[src/pkg/adcsc_pkg.sv]
// package for the serial channel control block: field layout, counts, timing
// assumes the serial pins are sampled on the 10 MHz system clock
package adcsc_pkg;
    // ===========================================================
    // control byte layout
    localparam int           CTRL_BITS      = 8;
    localparam int           CHAN_MSB       = 5;
    localparam int           CHAN_LSB       = 3;
    localparam logic [2:0]   CHAN_RESET     = 3'h0;
    localparam logic [7:0]   CTRL_RESET     = 8'h00;
    // ===========================================================
    // conversion sequencing
    localparam int           RESULT_BITS    = 12;
    localparam int           EDGES_PER_CONV = 16;
    localparam int           LEAD_ZEROS     = 4;
    localparam int           TRACK_CYCLES   = 3;
    localparam logic [4:0]   CNT_LAST       = 5'h10;
    localparam logic [4:0]   CNT_HOLD       = 5'h04;
    localparam logic [4:0]   CNT_CTRL_END   = 5'h08;
    localparam logic [11:0]  RESULT_RESET   = 12'h000;
    // ===========================================================
    // phase of one conversion
    typedef enum logic [1:0] {ADCSC_OFF, ADCSC_TRACK, ADCSC_HOLD, ADCSC_SLEEP} adcsc_phase_t;
endpackage

[src/hdl/adcsc_edge.sv]
// edge detector for the sampled serial clock and frame select
// assumes inputs are synchronous to clk
`timescale 1ns/1ns
module adcsc_edge
    import adcsc_pkg::*;
(
    input  wire logic clk,
    input  wire logic rst_n,
    input  wire logic sig,
    output logic      rise,
    output logic      fall
);
    logic prev;
    logic next_prev;

    // =======================================================
    // previous sample
    always_comb begin
        next_prev = sig;
    end

    always_ff @(posedge clk or negedge rst_n) begin
        if (!rst_n) begin
            prev <= 1'b1; // reset high for both lines; only frame select idles high
        end else begin
            prev <= next_prev;
        end
    end

    assign rise = sig & ~prev;
    assign fall = ~sig & prev;
endmodule

[src/hdl/adcsc_top.sv]
// serial control and readout of an eight-channel 12-bit converter
// assumes host drives frame_sel_n, sclk, sdi synchronous to clk, result arrives
// from the converter core by the start of each conversion's hold phase
`timescale 1ns/1ns
module adcsc_top
    import adcsc_pkg::*;
(
    input  wire logic        clk,
    input  wire logic        rst_n,
    input  wire logic        frame_sel_n,
    input  wire logic        sclk,
    input  wire logic        sdi,
    input  wire logic [11:0] conv_result,
    output logic             sdo,
    output logic             sdo_oe,
    output logic [2:0]       mux_sel,
    output logic             powered,
    output logic             track,
    output logic [2:0]       chan_field
);
    // ===========================================================
    // reset release
    logic rst_s1;
    logic rst_s2;

    always_ff @(posedge clk or negedge rst_n) begin
        if (!rst_n) begin
            rst_s1 <= 1'b0;
            rst_s2 <= 1'b0;
        end else begin
            rst_s1 <= 1'b1;
            rst_s2 <= rst_s1;
        end
    end

    // ===========================================================
    // edge detection
    logic sclk_rise;
    logic sclk_fall;
    logic cs_rise;
    logic cs_fall;

    adcsc_edge u_sclk (
        .clk   (clk),
        .rst_n (rst_s2),
        .sig   (sclk),
        .rise  (sclk_rise),
        .fall  (sclk_fall)
    );

    adcsc_edge u_cs (
        .clk   (clk),
        .rst_n (rst_s2),
        .sig   (frame_sel_n),
        .rise  (cs_rise),
        .fall  (cs_fall)
    );

    // clock gated off while frame high; frame fall with sclk low counts as a falling edge
    logic  active;
    logic  g_rise;
    logic  g_fall;
    assign active = ~frame_sel_n;
    assign g_rise = active & sclk_rise;
    assign g_fall = active & (sclk_fall | (cs_fall & ~sclk));

    // channel field extraction, used by the chan_next and chan_field latch
    function automatic logic [2:0] chan_of(input logic [7:0] b);
        chan_of = b[CHAN_MSB:CHAN_LSB];
    endfunction

    // ===========================================================
    // sequencing state
    logic [4:0]   rise_cnt;
    logic [4:0]   fall_cnt;
    logic [7:0]   ctrl_shift;
    logic [2:0]   chan_next;
    logic [11:0]  result_sr;
    adcsc_phase_t phase;
    logic [4:0]   next_rise_cnt;
    logic [4:0]   next_fall_cnt;
    logic [7:0]   next_ctrl_shift;
    logic [2:0]   next_chan_next;
    logic [11:0]  next_result_sr;
    adcsc_phase_t next_phase;
    logic         next_sdo;
    logic         next_sdo_oe;
    logic [2:0]   next_mux_sel;
    logic [2:0]   next_chan_field;

    // next-state of counters, control shift, output shift
    always_comb begin
        next_rise_cnt   = rise_cnt;
        next_fall_cnt   = fall_cnt;
        next_ctrl_shift = ctrl_shift;
        next_chan_next  = chan_next;
        next_result_sr  = result_sr;
        next_phase      = phase;
        next_sdo        = sdo;
        next_mux_sel    = mux_sel;
        next_sdo_oe     = active;
        next_chan_field = chan_field;
        if (!active) begin
            next_rise_cnt   = 5'h00;
            next_fall_cnt   = 5'h00;
            next_ctrl_shift = CTRL_RESET;
            next_phase      = ADCSC_OFF;
            next_sdo        = 1'b0;
            if (cs_rise) begin
                next_mux_sel = chan_next;
            end
        end else begin
            if (phase == ADCSC_OFF) begin
                next_phase = ADCSC_TRACK;
            end
            // rising edges: control bits in; frame start counts only as a falling edge
            if (g_rise) begin
                if (rise_cnt < CNT_CTRL_END) begin
                    next_ctrl_shift = {ctrl_shift[6:0], sdi};
                end
                if (rise_cnt == CNT_CTRL_END - 5'h01) begin
                    // channel takes effect at the next conversion
                    next_chan_next  = chan_of({ctrl_shift[6:0], sdi});
                    next_chan_field = chan_of({ctrl_shift[6:0], sdi});
                end
                if (rise_cnt == CNT_LAST - 5'h01) begin
                    next_rise_cnt = 5'h00;
                    next_ctrl_shift = CTRL_RESET;
                end else begin
                    next_rise_cnt = rise_cnt + 5'h01;
                end
            end
            if (g_fall) begin
                if (fall_cnt == CNT_LAST) begin
                    next_fall_cnt = 5'h01;
                    next_phase    = ADCSC_TRACK;
                    next_mux_sel  = chan_next;
                end else begin
                    next_fall_cnt = fall_cnt + 5'h01;
                end
                if (fall_cnt == 5'h00) begin
                    next_phase = ADCSC_TRACK;
                end
                if (fall_cnt + 5'h01 == CNT_HOLD) begin
                    next_phase     = ADCSC_HOLD;
                    next_result_sr = conv_result;
                end
                if (fall_cnt + 5'h01 == CNT_LAST) begin
                    next_phase = ADCSC_SLEEP;
                end
                // leading zeros then result msb first
                if (fall_cnt + 5'h01 <= CNT_HOLD || fall_cnt == CNT_LAST) begin
                    next_sdo = 1'b0;
                end else begin
                    next_sdo       = result_sr[11];
                    next_result_sr = {result_sr[10:0], 1'b0};
                end
            end
        end
    end

    logic next_powered;
    logic next_track;
    always_comb begin
        next_powered = active & (next_phase != ADCSC_SLEEP) & (next_phase != ADCSC_OFF);
        next_track   = active & (next_phase == ADCSC_TRACK);
    end

    // registers; first conversion uses channel zero
    always_ff @(posedge clk or negedge rst_s2) begin
        if (!rst_s2) begin
            rise_cnt   <= 5'h00;
            fall_cnt   <= 5'h00;
            ctrl_shift <= CTRL_RESET;
            chan_next  <= CHAN_RESET;
            mux_sel    <= CHAN_RESET;
            chan_field <= CHAN_RESET;
            result_sr  <= RESULT_RESET;
            phase      <= ADCSC_OFF;
            sdo        <= 1'b0;
            sdo_oe     <= 1'b0;
            powered    <= 1'b0;
            track      <= 1'b0;
        end else begin
            rise_cnt   <= next_rise_cnt;
            fall_cnt   <= next_fall_cnt;
            ctrl_shift <= next_ctrl_shift;
            chan_next  <= next_chan_next;
            mux_sel    <= next_mux_sel;
            chan_field <= next_chan_field;
            result_sr  <= next_result_sr;
            phase      <= next_phase;
            sdo        <= next_sdo;
            sdo_oe     <= next_sdo_oe;
            powered    <= next_powered;
            track      <= next_track;
        end
    end

    // ===========================================================
    // checks
    chk_oe_follows_frame: assert property (@(posedge clk) disable iff (!rst_s2)
        ##1 sdo_oe == $past(active))
        else $error("output enable does not follow frame select");
    chk_off_when_high: assert property (@(posedge clk) disable iff (!rst_s2)
        frame_sel_n |=> !powered)
        else $error("powered while frame select high");
    chk_counter_clears: assert property (@(posedge clk) disable iff (!rst_s2)
        frame_sel_n |=> (rise_cnt == 5'h00 && fall_cnt == 5'h00))
        else $error("counters not cleared by frame rise");
    chk_rise_bound: assert property (@(posedge clk) disable iff (!rst_s2)
        rise_cnt < CNT_LAST)
        else $error("rising edge count beyond conversion");
    chk_lead_zeros: assert property (@(posedge clk) disable iff (!rst_s2)
        (g_fall && fall_cnt < LEAD_ZEROS) |=> !sdo)
        else $error("leading zero missing");
    chk_sleep_at16: assert property (@(posedge clk) disable iff (!rst_s2)
        (g_fall && fall_cnt == 5'h0F) |=> !powered)
        else $error("no power-down at sixteenth falling edge");
    chk_hold_at4: assert property (@(posedge clk) disable iff (!rst_s2)
        (g_fall && fall_cnt == 5'h03) |=> !track)
        else $error("not holding at fourth falling edge");
    chk_chan_latch: assert property (@(posedge clk) disable iff (!rst_s2)
        (g_rise && rise_cnt == 5'h07) |=>
            (chan_next == ctrl_shift[CHAN_MSB:CHAN_LSB] && chan_field == chan_next))
        else $error("channel field not latched");
    chk_track_start: assert property (@(posedge clk) disable iff (!rst_s2)
        (cs_fall && !sclk) |=> track)
        else $error("track not entered at frame start");

    // control byte: shift on the first eight rises only, then frozen to the wrap
    chk_ctrl_shift: assert property (@(posedge clk) disable iff (!rst_s2)
        (g_rise && rise_cnt < CNT_CTRL_END) |=> ctrl_shift[0] == $past(sdi))
        else $error("input bit not shifted into control byte");
    chk_ctrl_frozen: assert property (@(posedge clk) disable iff (!rst_s2)
        (g_rise && rise_cnt >= CNT_CTRL_END && rise_cnt < 5'h0F) |=> $stable(ctrl_shift))
        else $error("control byte moved after its eighth bit");
    chk_rise_wrap: assert property (@(posedge clk) disable iff (!rst_s2)
        (g_rise && rise_cnt == 5'h0F) |=> (rise_cnt == 5'h00 && ctrl_shift == CTRL_RESET))
        else $error("conversion did not wrap at sixteenth rise");

    // channel hand-over only at a conversion boundary, never mid-conversion
    chk_mux_update: assert property (@(posedge clk) disable iff (!rst_s2)
        (g_fall && fall_cnt == CNT_LAST) |=> mux_sel == $past(chan_next))
        else $error("channel not applied at next conversion");
    chk_frame_end_mux: assert property (@(posedge clk) disable iff (!rst_s2)
        cs_rise |=> mux_sel == $past(chan_next))
        else $error("channel not applied at frame end");

    // track and hold; a late hold would smear the sampled input
    chk_track_first: assert property (@(posedge clk) disable iff (!rst_s2)
        (g_fall && fall_cnt < TRACK_CYCLES) |=> track)
        else $error("not tracking in first three cycles");
    chk_track_rearm: assert property (@(posedge clk) disable iff (!rst_s2)
        (g_fall && fall_cnt == CNT_LAST) |=> track)
        else $error("track not re-entered in continuous mode");
    chk_result_load: assert property (@(posedge clk) disable iff (!rst_s2)
        (g_fall && fall_cnt == 5'h03) |=> result_sr == $past(conv_result))
        else $error("result not captured at hold");
    chk_cont_zero: assert property (@(posedge clk) disable iff (!rst_s2)
        (g_fall && fall_cnt == CNT_LAST) |=> !sdo)
        else $error("leading zero missing in continuous mode");

    // power: up through a conversion, down from sixteenth fall to next first fall
    chk_powered_frame: assert property (@(posedge clk) disable iff (!rst_s2)
        (active && phase != ADCSC_SLEEP && !(g_fall && fall_cnt == 5'h0F)) |=> powered)
        else $error("not powered inside conversion");
    chk_sleep_holds: assert property (@(posedge clk) disable iff (!rst_s2)
        (active && phase == ADCSC_SLEEP && !g_fall) |=> !powered)
        else $error("woke before next falling edge");

    // ===========================================================
    // cover points
    cov_frame: cover property (@(posedge clk) disable iff (!rst_s2) cs_fall ##[1:400] cs_rise);
    cov_sleep: cover property (@(posedge clk) disable iff (!rst_s2) phase == ADCSC_SLEEP);
    cov_chan7: cover property (@(posedge clk) disable iff (!rst_s2) chan_next == 3'h7);
    cov_cont: cover property (@(posedge clk) disable iff (!rst_s2)
        g_fall && fall_cnt == CNT_LAST);
    cov_short_frame: cover property (@(posedge clk) disable iff (!rst_s2)
        cs_rise && rise_cnt != 5'h00);
endmodule

[config.mk]
export PLATFORM = sky130hd
export DESIGN_NAME = adcsc_top
export DESIGN_NICKNAME = d
export VERILOG_FILES = /design/src/pkg/adcsc_pkg.sv /design/src/hdl/adcsc_edge.sv /design/src/hdl/adcsc_top.sv
export SDC_FILE = /design/constraint.sdc
export NUM_CORES = 1
export LEC_CHECK = 0
export BUFFER_PORTS_ARGS = -buffer_cell sky130_fd_sc_hd__buf_4
export CAP_MARGIN = 20
export CORE_MARGIN = 4
export CORE_UTILIZATION = 40
export CTS_CLUSTER_SIZE = 40
export DETAILED_ROUTE_END_ITERATION = 8
export PLACE_DENSITY_LB_ADDON = 0.05
export SLEW_MARGIN = 20
export SYNTH_ARGS = -nofsm -noshare
export SYNTH_HDL_FRONTEND = slang
export SYNTH_SLANG_ARGS = --single-unit
[constraint.sdc]
create_clock -name clk -period 3.1 [get_ports clk]
set_input_delay 0.155 -clock clk [delete_from_list [all_inputs] [get_ports clk]]
set_output_delay 0.155 -clock clk [all_outputs]
set_load 0.02 [all_outputs]
Word level (Yosys, flattened, before mapping)
Cells that the tools add are included.
{"block": "word_totals", "ff_bits": 43, "input_bits": 17, "output_inout_bits": 10, "wordCells": 81}
{"block": "classes", "n_mux": 26, "bitwise": 15, "add_sub_neg": 2, "magnitude_cmp": 2, "reduce_logical": 12, "n_eq_ne": 9}
{"operator": "$mux 5", "count": 10}
{"operator": "$mux 12", "count": 2}
{"operator": "$mux 2", "count": 7}
{"operator": "$mux 3", "count": 4}
{"operator": "$add 5x1->5 const B", "count": 2}
{"operator": "$and 1x1->1", "count": 10}
{"operator": "$eq 5x3->1 const B", "count": 2}
{"operator": "$eq 5x5->1 const B", "count": 2}
{"operator": "$reduce_and 3->1", "count": 3}
{"operator": "$reduce_bool 2->1", "count": 4}
{"operator": "$eq 5x4->1 const B", "count": 1}
{"operator": "$le 5x3->1 const B", "count": 1}
{"operator": "$logic_not 5->1", "count": 1}
{"operator": "$lt 5x4->1 const B", "count": 1}
{"operator": "$ne 2x2->1 const B", "count": 2}
{"operator": "$not 1->1", "count": 4}
{"operator": "$mux 1", "count": 3}
{"operator": "$reduce_bool 3->1", "count": 1}
{"operator": "$eq 2x1->1 const B", "count": 1}
{"operator": "$logic_not 2->1", "count": 1}
{"operator": "$ne 2x1->1 const B", "count": 1}
{"operator": "$reduce_and 2->1", "count": 1}
{"operator": "$logic_or 1x1->1", "count": 1}
{"operator": "$or 1x1->1", "count": 1}

Depth between registers and ports, before layout
{"block": "depth", "word_depth": 11, "ltp_mapped": 7, "depth_no_buf": 6}

By module
Synthesis repeated with hierarchy kept, for this count alone.
{"block": "unflattened", "hier_cells": 195, "hier_area_um2": 2082.0}
{"mod": "adcsc_top", "cells_each": 189, "seq_area_each_um2": 1026.0, "area_each_um2": 1999.4, "instances": 1}
{"mod": "adcsc_edge", "cells_each": 3, "seq_area_each_um2": 26.3, "area_each_um2": 41.3, "instances": 2}

Least setup slack after synthesis
Ideal clock, no wire load.
{"block": "synth_timing", "path_kind": "flip-flop to flip-flop", "from": "register fall_cnt[0]", "to": "register result_sr[10]", "n_path_buf": 1, "t_required_ns": 2.977, "period_less_slack_ns": 1.900, "slack_ns": 1.200, "path_stages_with_launch": 8, "setup_time_ns": 0.123, "t_arrival_ns": 1.777, "cell_sequence": "dfrtp_1 > ha_1 > xnor2_1 > a41o_1 > a32oi_4 > buf_6 > mux2i_1 > o21ai_1"}
{"block": "synth_via", "elab_chain_cells": 5, "elab_cells_between_ends": 8, "cone_classes": "1 x add/sub; 1 x order compare; 3 x eq/ne; 1 x mux; 2 x reduce/logical"}
{"item": "start: declaration", "line": "adcsc_top.sv:75", "rtl": "logic [4:0] fall_cnt;"}
{"item": "start signal: assignment", "line": "adcsc_top.sv:186", "rtl": "fall_cnt <= next_fall_cnt;"}
{"item": "$add 5x1->5", "line": "adcsc_top.sv:144, adcsc_top.sv:152"}
{"item": "$le 5x3->1", "line": "adcsc_top.sv:152", "rtl": "if (fall_cnt + 5'h01 <= CNT_HOLD || fall_cnt == CNT_LAST) begin"}
{"item": "$logic_or 1x1->1", "line": "adcsc_top.sv:152"}
{"item": "$ne 2x2->1 (no line)"}
{"item": "$reduce_and 3->1 (no line)"}
{"item": "end signal: assignment", "line": "adcsc_top.sv:191", "rtl": "result_sr <= next_result_sr;"}
{"item": "end: declaration", "line": "adcsc_top.sv:78", "rtl": "logic [11:0] result_sr;"}
Several ways; a longest one is shown, not always the timed one.
A chain may end at the register's enable or synchronous reset.

Worst setup path after layout
{"block": "layout_timing", "from": "register fall_cnt[0]", "to": "register result_sr[1]"}
The elaborated chain is that of the path after synthesis.

==> impl_metrics.tcl <==
set metrics [dict create \
    clock_skew_ns 0.00757 \
    drive_gt1_share_pct 19.3 \
    synth_top_area_share_pct 49.7 \
    initialDrtViolationCount 104 \
    path_clk_slew_ns 0.08 \
    grt_setup_unrepaired "false" \
    synthCells 204 \
    syn_nets 225 \
    post_cts_buffers 0 \
    synthArstFlopShare_pct 100 \
    report.final.slew_viol_count 0 \
    wire_per_inst_um 13.7 \
    cts.path.max_buffers 2 \
    crit_path_end "result_sr[1]$_DFFE_PN0P_" \
    vias 1553 \
    yosys.cell_types.count 42 \
    core.rowCount 25 \
    numCtsBuffers 5 \
    die_height_um 79.8 \
    min_path_type "in2reg" \
    grt.overflow.total 0 \
    worstPathMaxFanout 13 \
    ios 27 \
    rr_startpoint "fall_cnt[0]$_DFFE_PN0P_" \
    ir_drop_mv 0.238 \
    synthFlopType "dfrtp_1" \
    num-fill-cells 462 \
    arrival_ns 2.40 \
    critPathLaunch "fall_cnt[0]$_DFFE_PN0P_" \
    period_share_pct 72.1 \
    die-area_sq_um 6370 \
    yosysMostFrequentCell "dfrtp_1" \
    setup_viol 0 \
    cp-start-kind "flip-flop" \
    regArea_sq_um 1080 \
    max_freq_mhz 447 \
    ys_ff_latch 43 \
    finalSetupTns_ns 0 \
    hpwlAfterDp_um 2970 \
    grt_pass1_wl_um 7350 \
    cts_tree "built" \
    multi_input_area_sq_um 891 \
    totalPowerFinal_mw 1.07 \
    antenna_left 0 \
    yosys-top-cells-count "41 x dfrtp_1, 25 x nand2_1, 15 x o21ai_0" \
    antenna-diode-count 0 \
    required_ns 3.26 \
    via_per_inst 5.18 \
    drv_cap 0 \
    rrSetupSlack_ns 0.86 \
    cts_resized 0 \
    cp-end-kind "flip-flop" \
    ys.warnings.count 0 \
    r2r.worst_path.cells 6 \
    power_density_nw_per_um2 443 \
    io_buffers 26 \
    synth_area_sq_um 2060 \
    grt_max_degree 25 \
    min_from "frame_sel_n" \
    numClockSinks 43 \
    outcome "finished, final reports clean" \
    postCtsHoldBufs 2 \
    grt_pass1_vias 1640 \
    ys_seq_area_share_pct 52.2 \
    htreeDepth 2 \
    worst_slew_pin_slew_ns 0.864 \
    drc 0 \
    r2r-end "result_sr[1]$_DFFE_PN0P_" \
    yosys.area.top_type "dfrtp_1" \
    coreArea_sq_um 4850 \
    area_growth_pct 17.1 \
    layout_min_cycle_time_ns 2.24 \
    drt-pass1-iter-count 4 \
    antenna_found_initial 0 \
    clock_latency_ns 0.29 \
    cts-root-buf "clkbuf_8" \
    start_util_pct 42.6 \
    fp.dieW_um 79.8 \
    routed_wl_um 4110 \
    path_class "reg2reg" \
    place_congestion 0.859 \
    leakage_nw 1.03 \
    synthTopCellsByArea "dfrtp_1 50%, mux2i_1 5.8%, nand2_1 4.5%, o21ai_0 3.6%, dfstp_2 2.5%" \
    avgSynthCellArea_sq_um 10.1 \
    finalHoldViolCount 0 \
    grt_usage_pct 14.6 \
    slew_headroom_pct 42.4 \
    finalNetCount 253 \
    utilization_pct 49.9 \
    synth-edff-count 0 \
]
==> kinds of logic (layout without fill, tap and decap cells) <==
kind of cell	after synthesis	count (layout)	share of synthesized area, %
compound gates	52	52	16.8
xor+xnor	4	4	1.70
fa+ha+maj	4	4	2.42
buf+inv	22	51	4.61
flops	43	43	52.2
mux	15	15	7.45
other cells	1	1	0.182
simple gates	63	63	14.5
==> worst min path at each step <==
stage | to | slack (ns) | depth (start not counted)
3_3_place_gp | rst_s1$_DFF_PN0_ | -0.06 | 1
5_1_grt | u_cs.prev$_DFF_PN1_ | 0.05 | 1
6_report | u_cs.prev$_DFF_PN1_ | 0.07 | 1
3_5_place_dp | rst_s1$_DFF_PN0_ | -0.06 | 1
2_1_floorplan | rst_s1$_DFF_PN0_ | -0.14 | 0
4_1_cts | u_cs.prev$_DFF_PN1_ | 0.06 | 1
==> sequential cells by signal (all words and copies together) (netlist names), 2 cells and up <==
name / count
fall_cnt: 5
rise_cnt: 5
chan_next: 3
phase: 2
ctrl_shift: 5
result_sr: 12
mux_sel: 3
==> stage by stage <==
| stage | hold slack [ns] | area, sq um | worst slack (ns) | instances |
|---|---|---|---|---|
| global placement | -0.0606 | 2310 | 0.967 | 290 |
| global route | 0.0522 | 2420 | 0.692 | 300 |
| CTS | 0.0570 | 2420 | 0.865 | 300 |
| detailed placement | -0.0576 | 2310 | 0.885 | 290 |
| floorplan | -0.141 | 2060 | 1.20 | 204 |
| finish | 0.0697 | 2420 | 0.864 | 300 |
==> critical path, cell delays in order (launching register included) <==
cell	delay, ns
dfrtp_1	0.48
ha_1	0.32
xnor2_1	0.16
a41o_1	0.28
a32oi_4	0.51
mux2i_1	0.25
o21ai_0	0.10
==> cells in the final DEF (no fill, tap or decap), drive strengths merged, types with 2 or more instances in the layout <==
cell type	instances
dfrtp	41
buf	28
nand2	25
o21ai	23
inv	13
mux2i	12
nor2	9
a21oi	9
nand3	9
clkbuf	6
nand2b	5
ha	4
xnor2	3
a31oi	3
and2	3
nor3	3
a311oi	3
mux2	3
or2	2
o22ai	2
nand4	2
a41oi	2
dlygate4sd3	2
dfstp	2
a32oi	2
==> power by group <==
group	internal, mW	switching (mW)	total [mW]
Clock	0.158	0.190	0.347
Sequential	0.596	0.0265	0.622
Combinational	0.0470	0.0544	0.101
Total	0.800	0.270	1.07
==> layout make-up <==
type,count,share of cell area [%]
clock buffer,6,3.00
clock inverter,2,0.518
sequential,43,44.6
tap,67,3.47
timing repair buffer,30,9.52
multi-input combinational,139,36.9
inverter,13,2.02
==> routing by layer <==
metal  up-vias  share of wire (%)  GRT usage, %
li1        766                  -             -
met1       747                 47          18.7
met2        32                 47          23.8
met3         8                4.2          4.29
met4         0                1.4          4.56
met5         -                  0             0
(Power assumes the default switching activity.)
